--- config.mk ---
export PLATFORM = sky130hd
export DESIGN_NAME = sarcc_core
export DESIGN_NICKNAME = d
export VERILOG_FILES = /design/src/pkg/sarcc_pkg.sv /design/src/sarcc_sync.sv /design/src/sarcc_core.sv
export VERILOG_INCLUDE_DIRS = /design/src /design/src/pkg
export SDC_FILE = /design/constraint.sdc
export NUM_CORES = 1
export LEC_CHECK = 0
export ABC_AREA = 1
export BUFFER_PORTS_ARGS = -buffer_cell sky130_fd_sc_hd__buf_4
export CAP_MARGIN = 5
export CORE_ASPECT_RATIO = 1.4
export CORE_MARGIN = 2
export CORE_UTILIZATION = 55
export CTS_CLUSTER_DIAMETER = 200
export DETAILED_ROUTE_END_ITERATION = 8
export GPL_TIMING_DRIVEN = 0
export PLACE_DENSITY = 0.76
export SYNTH_ARGS = -nofsm -noshare
export SYNTH_HDL_FRONTEND = slang
export SYNTH_HIERARCHICAL = 1
export SYNTH_SLANG_ARGS = --single-unit
--- constraint.sdc ---
create_clock -name clk_i -period 3.7 [get_ports clk_i]
set_input_delay 0.555 -clock clk_i [delete_from_list [all_inputs] [get_ports clk_i]]
set_output_delay 0.555 -clock clk_i [all_outputs]
set_load 0.01 [all_outputs]
--- src/pkg/sarcc_defs.svh ---
`ifndef SARCC_DEFS_SVH
`define SARCC_DEFS_SVH
// Conversion bit count
`define SARCC_RES_BITS       18
// Clock period in ns
`define SARCC_CLK_NS         20
// Time spent on each bit decision, ns
`define SARCC_BIT_NS         80
// Self-timed acquisition in free-running mode, ns
`define SARCC_ACQ_NS         200
`define SARCC_BIT_CYC        ((`SARCC_BIT_NS + `SARCC_CLK_NS - 1) / `SARCC_CLK_NS)
`define SARCC_ACQ_CYC        ((`SARCC_ACQ_NS + `SARCC_CLK_NS - 1) / `SARCC_CLK_NS)
`define SARCC_RESULT_RST     18'h00000
`endif

--- src/pkg/sarcc_pkg.sv ---
`include "sarcc_defs.svh"
package sarcc_pkg;
  typedef enum logic [3:0] {
    SARCC_IDLE = 4'b0001,
    SARCC_CONV = 4'b0010,
    SARCC_DONE = 4'b0100,
    SARCC_ACQ  = 4'b1000
  } sarcc_state_t;

  typedef struct packed {
    logic        busy;
    logic        core_sleep;
    logic        ref_buf_on;
  } sarcc_status_t;
endpackage

--- src/sarcc_sync.sv ---
module sarcc_sync #(
  parameter logic RST_VAL = 1'b0
) (
  input  wire logic clk_i,
  input  wire logic rst_n_i,
  input  wire logic d_i,
  output logic      q_o
);
  logic meta_q;

  always_ff @(posedge clk_i) begin
    if (!rst_n_i) begin
      meta_q <= RST_VAL;
      q_o    <= RST_VAL;
    end else begin
      meta_q <= d_i;
      q_o    <= meta_q;
    end
  end
endmodule

--- src/sarcc_core.sv ---
`include "sarcc_defs.svh"
// Summary of operation
// A conversion starts only from the host's active-low convert strobe.
// Falling strobe edge ends acquisition and begins the conversion phase.
// A running conversion ignores strobe activity and sleep request until done.
// Chip select and read strobe have no effect on conversion start.
// Eighteen bits resolved MSB first, then code presented and busy dropped.
// Strobe still low at busy fall: self-timed acquisition, then auto restart.
// Host must pulse strobe low once after power-up before free running.
// Free-running rate may slightly exceed rated throughput; host tolerates it.
// Core enters reduced power at end of every conversion phase.
// Readout interface stays usable while the core is asleep.
// Reference buffer is off while its disable input is high.
// Busy high from conversion start until result ready, low during acquisition.
module sarcc_core
  import sarcc_pkg::*;
#(
  parameter int RES_BITS = `SARCC_RES_BITS,
  parameter int BIT_CYC  = `SARCC_BIT_CYC,
  parameter int ACQ_CYC  = `SARCC_ACQ_CYC
) (
  // Clock and reset
  input  wire logic                clk_i,
  input  wire logic                rst_n_i,
  // Conversion control pins
  input  wire logic                convert_strobe_n_i,
  input  wire logic                sleep_request_i,
  input  wire logic                ref_buffer_off_i,
  input  wire logic                chip_select_n_i,
  input  wire logic                read_strobe_n_i,
  // Comparator decision from the analog core
  input  wire logic                cmp_high_i,
  // Status and result
  output logic                     busy_o,
  output logic                     core_sleep_o,
  output logic                     ref_buf_en_o,
  output logic                     readout_ready_o,
  output logic [RES_BITS-1:0]      result_o,
  output sarcc_status_t            status_o
);
  localparam int CW = $clog2(BIT_CYC + ACQ_CYC + 1);
  localparam int BW = $clog2(RES_BITS + 1);

  logic                strobe_n_s;
  logic                cmp_s;
  logic                sleep_s;
  logic                rbuf_off_s;
  logic                strobe_n_q;
  logic                fall;
  sarcc_state_t        state_q;
  logic [CW-1:0]       tick_q;
  logic [BW-1:0]       bit_q;
  logic [RES_BITS-1:0] trial_q;
  logic                started_q;

  sarcc_sync #(.RST_VAL(1'b1)) u_sync_cnv (
    .clk_i   (clk_i),
    .rst_n_i (rst_n_i),
    .d_i     (convert_strobe_n_i),
    .q_o     (strobe_n_s)
  );
  sarcc_sync #(.RST_VAL(1'b0)) u_sync_cmp (
    .clk_i   (clk_i),
    .rst_n_i (rst_n_i),
    .d_i     (cmp_high_i),
    .q_o     (cmp_s)
  );
  sarcc_sync #(.RST_VAL(1'b0)) u_sync_slp (
    .clk_i   (clk_i),
    .rst_n_i (rst_n_i),
    .d_i     (sleep_request_i),
    .q_o     (sleep_s)
  );
  sarcc_sync #(.RST_VAL(1'b1)) u_sync_buf (
    .clk_i   (clk_i),
    .rst_n_i (rst_n_i),
    .d_i     (ref_buffer_off_i),
    .q_o     (rbuf_off_s)
  );

  // Strobe edge detect on the synchronised level
  always_ff @(posedge clk_i) begin
    if (!rst_n_i) begin
      strobe_n_q <= 1'b1;
    end else begin
      strobe_n_q <= strobe_n_s;
    end
  end

  // Outside free running only the strobe edge starts; chip select and read strobe are not looked at
  assign fall = strobe_n_q & ~strobe_n_s;

  // Free running is armed only once a real edge has been seen
  always_ff @(posedge clk_i) begin
    if (!rst_n_i) begin
      started_q <= 1'b0;
    end else if (fall) begin
      started_q <= 1'b1;
    end
  end

  always_ff @(posedge clk_i) begin
    if (!rst_n_i) begin
      state_q <= SARCC_IDLE;
      tick_q  <= '0;
      bit_q   <= '0;
      trial_q <= '0;
    end else begin
      case (state_q)
        SARCC_IDLE, SARCC_DONE: begin
          if (fall) begin
            state_q <= SARCC_CONV;
            tick_q  <= '0;
            bit_q   <= BW'(RES_BITS - 1);
            trial_q <= '0;
          end else if (state_q == SARCC_DONE && !strobe_n_s && started_q) begin
            state_q <= SARCC_ACQ;
            tick_q  <= '0;
          end else begin
            state_q <= SARCC_IDLE;
          end
        end
        SARCC_CONV: begin
          // No edge or sleep request can disturb this state
          if (tick_q == CW'(BIT_CYC - 1)) begin
            tick_q <= '0;
            trial_q[bit_q] <= cmp_s;
            if (bit_q == '0) begin
              state_q <= SARCC_DONE;
            end else begin
              bit_q <= bit_q - BW'(1);
            end
          end else begin
            tick_q <= tick_q + CW'(1);
          end
        end
        SARCC_ACQ: begin
          // Self-timed acquisition; may outrun the rated rate
          if (tick_q == CW'(ACQ_CYC - 1)) begin
            state_q <= SARCC_CONV;
            tick_q  <= '0;
            bit_q   <= BW'(RES_BITS - 1);
            trial_q <= '0;
          end else begin
            tick_q <= tick_q + CW'(1);
          end
        end
        default: begin
          state_q <= SARCC_IDLE;
        end
      endcase
    end
  end

  // Result register updates once per conversion
  always_ff @(posedge clk_i) begin
    if (!rst_n_i) begin
      result_o <= `SARCC_RESULT_RST;
    end else if (state_q == SARCC_CONV && tick_q == CW'(BIT_CYC - 1) && bit_q == '0) begin
      result_o <= {trial_q[RES_BITS-1:1], cmp_s};
    end
  end

  assign busy_o          = (state_q == SARCC_CONV);
  assign core_sleep_o    = ~busy_o | (sleep_s & ~busy_o);
  assign ref_buf_en_o    = ~rbuf_off_s;
  assign readout_ready_o = 1'b1;
  assign status_o        = '{busy: busy_o, core_sleep: core_sleep_o, ref_buf_on: ref_buf_en_o};
endmodule

==> metrics <==
status=complete, no violations; endpoint type of the worst setup path=output pin; clk sinks=56; Nets=431; Netlist cell types=26; slowest stage delay, CP=0.33 ns; crit path launch type=register; Die ar.=5500 sq um; Die Wd=63.2 microns; dpl cell area=2990 sq um; FF-to-FF setup slack=1.82 ns; Mapped Area=2700 sq um; Area growth syn-to-layout=14.1%; Top delay family on crit path=buffers and inverters; sequential area share after synthesis=0.415; Initial Util=0.562; Worst Tran Pin Value=0.502 ns; # port buffers=28; Hold Buf Count CTS=0; ratio of cells with drive above 1 in the final layout=0.158; first-pass GRT wire length=10.2 mm; placed insts=474; RSZ-0062 raised after global routing=false; Avg Inst Size Synth=7.07 sq um; clk buf depth=2; CP Max Fanout=11; Max Cap Viol=0; CTS tree=yes; fmax=454 MHz; DR vias/cell=5.25; fillcell total=467; final std cells w/o fill=482; hold wc startpoint=ref_buffer_off_i; Rows=30; antenna viol nets, final=0; fin area=3080 sq um; largest net degree at the start of global routing=19; WP data arrival=1.65 ns; register bit total from synthesis=56; CP required=3.14 ns; total power=1530 uW; Yosys warnings=6; # setup viols final=0; setup TNS=0 ns; pwr/cell area=495 nW/um^2; Die Y=86.9 microns; Hold Path Depth=3; initial antenna violation count=0; Top Ports=33; drt total wl=5.90 mm; core area=4800 sq um; global route total overflow=0; Critical Path Source=state_q[2]; antenna cell count=0; final hold violations=0; Crit Path Category=register to output pin; Iter 0 DRT Violations=149; routed via count=2531; gr usage total=0.227; worst path cell trace=nor2_1 -> nand2_4 -> inv_2 -> buf_2 -> buf_4 -> buf_4; clock-pin slew on the worst setup and hold paths=0.10 ns; CTS buffer count=5; drc violations=0; period utilisation layout=0.596; DRT Pass-1 Iters=5; post-synthesis cell count=382; Clock Skew=0.0108 ns; Relative slew margins=0.665; R2R depth=11; routed length per placed instance=12.2 microns; CTS H-tree lvls=2; Hold Path End=u_sync_buf/meta_q; WP buf/inv=4; reg-to-reg startpoint=tick_q[0]; peak supply drop=0.314 mV; Crit-path slowest cell=dfxtp_1; Leak Pwr=0.00133 uW; reg2reg end=bit_q[3]; Most common cell on crit path=buf_4; clk_lat worst skew=0.31 ns; vias in the first global route=2366; post-CTS sizing=0; post-synth net total=396; CTS Root Cell=clkbuf_8; fin crit period=2.20 ns; DP HPWL=4.39 mm; setup repair bufs after CTS=0; gpl congestion=0.935; Pins Over Slew Limit=0; Hold Path Class=input pin to register
power by group:
group	internal, uW	leakage (uW)	total (uW)	switching (uW)
logic	171	0.000833	534	362
registers	629	0.000454	655	26.0
clock network	136	0.0000485	338	202
total	937	0.00133	1530	590
worst max path at each step:
stage | to | slack, ns | depth (start not counted)
after floorplan | status_o[2] | 2.08 | 5
after global placement | status_o[2] | 1.87 | 7
after detailed placement | bit_q[3] | 1.85 | 11
after CTS | status_o[2] | 1.50 | 7
after global routing | status_o[2] | 1.41 | 7
final | status_o[2] | 1.50 | 6
kinds of logic after synthesis:
group / count (synthesis) / share of synthesized area
DFF: 56 / 0.415
xor gates and xnor gates: 1 / 0.00324
and+or+nand+nor: 161 / 0.279
AOI/OAI and AO/OA: 77 / 0.144
buffers and inverters: 80 / 0.129
adders and majority gates: 6 / 0.0278
other: 1 / 0.00139
cells in the mapped netlist:
| cell type | number | share of area |
|---|---|---|
| buf_6 | 2 | 0.0083 |
| a21oi_1 | 45 | 0.083 |
| nand4_1 | 24 | 0.056 |
| conb_1 | 1 | 0.0014 |
| buf_2 | 9 | 0.017 |
| buf_4 | 6 | 0.017 |
| nand3_2 | 2 | 0.0074 |
| nand2_4 | 1 | 0.0042 |
| or2_0 | 2 | 0.0046 |
| buf_1 | 1 | 0.0014 |
| nor2_2 | 3 | 0.0069 |
| inv_1 | 53 | 0.074 |
| nand2_1 | 63 | 0.088 |
| ha_1 | 6 | 0.028 |
| a21oi_2 | 1 | 0.0032 |
| xor2_1 | 1 | 0.0032 |
| o21ai_0 | 29 | 0.054 |
| inv_2 | 4 | 0.0056 |
| nor2_1 | 28 | 0.039 |
| dfxtp_1 | 56 | 0.42 |
| clkbuf_1 | 5 | 0.0069 |
| nor2_4 | 1 | 0.0042 |
| or2_2 | 1 | 0.0023 |
| nand3_1 | 35 | 0.065 |
| o21ai_1 | 2 | 0.0037 |
| nand3b_1 | 1 | 0.0028 |
worst reg2reg max path, cell delays in order, from the launching register on:
cell and delay (ns):
dfxtp_1 0.44, ha_1 0.22, nand2_1 0.06, nor2_1 0.21, nor2_1 0.11, a21oi_2 0.18, buf_4 0.21, nand2_1 0.08
nor2_1 0.12, nand2_1 0.06, nand2_1 0.06, nor2_1 0.04
cell type report:
class,instances,area (sq um),share of cell area
plain buffers,23,135,0.0438
clock buffers,5,68.8,0.0223
clock inverters,3,22.5,0.00731
inverters,57,214,0.0694
multi-input cells,246,1230,0.399
flip-flops and latches,56,1120,0.364
well taps,64,80.1,0.0260
repair buffers,28,210,0.0682
flip-flops by register name, indices dropped and copies added, names as in the netlist, 4 cells and up:
signal and cells:
trial_q 17, bit_q 5, result_o 18, state_q 4
tick_q 4
layer usage:
layer  wire (microns)  GRT usage  vias up
li1                 -          -     1313
met1             2460      0.250     1141
met2             3090      0.450       66
met3              235     0.0246       11
met4              105     0.0731        0
met5                0          0        -
cells in the final DEF, fill, tap and decap left out, drive strengths merged:
cell / netlist / routed
ha: 6 / 6
nand2: 64 / 64
o21ai: 31 / 31
xor2: 1 / 1
dfxtp: 56 / 56
or2: 3 / 3
nand3: 37 / 37
a21oi: 46 / 46
buf: 18 / 46
inv: 57 / 58
nand4: 24 / 24
clkbuf: 5 / 10
clkinv: 0 / 2
conb: 1 / 1
nor2: 32 / 32
nand3b: 1 / 1
through the flow:
stage | hold slack, ns | util | setup WS [ns]
2_1_floorplan | 0.380 | - | 2.08
3_3_place_gp | 0.384 | 0.623 | 1.87
3_5_place_dp | 0.395 | 0.623 | 1.85
4_1_cts | 0.402 | 0.642 | 1.50
5_1_grt | 0.410 | 0.642 | 1.41
6_report | 0.404 | 0.642 | 1.50
Power figures use the tool's default switching activity.
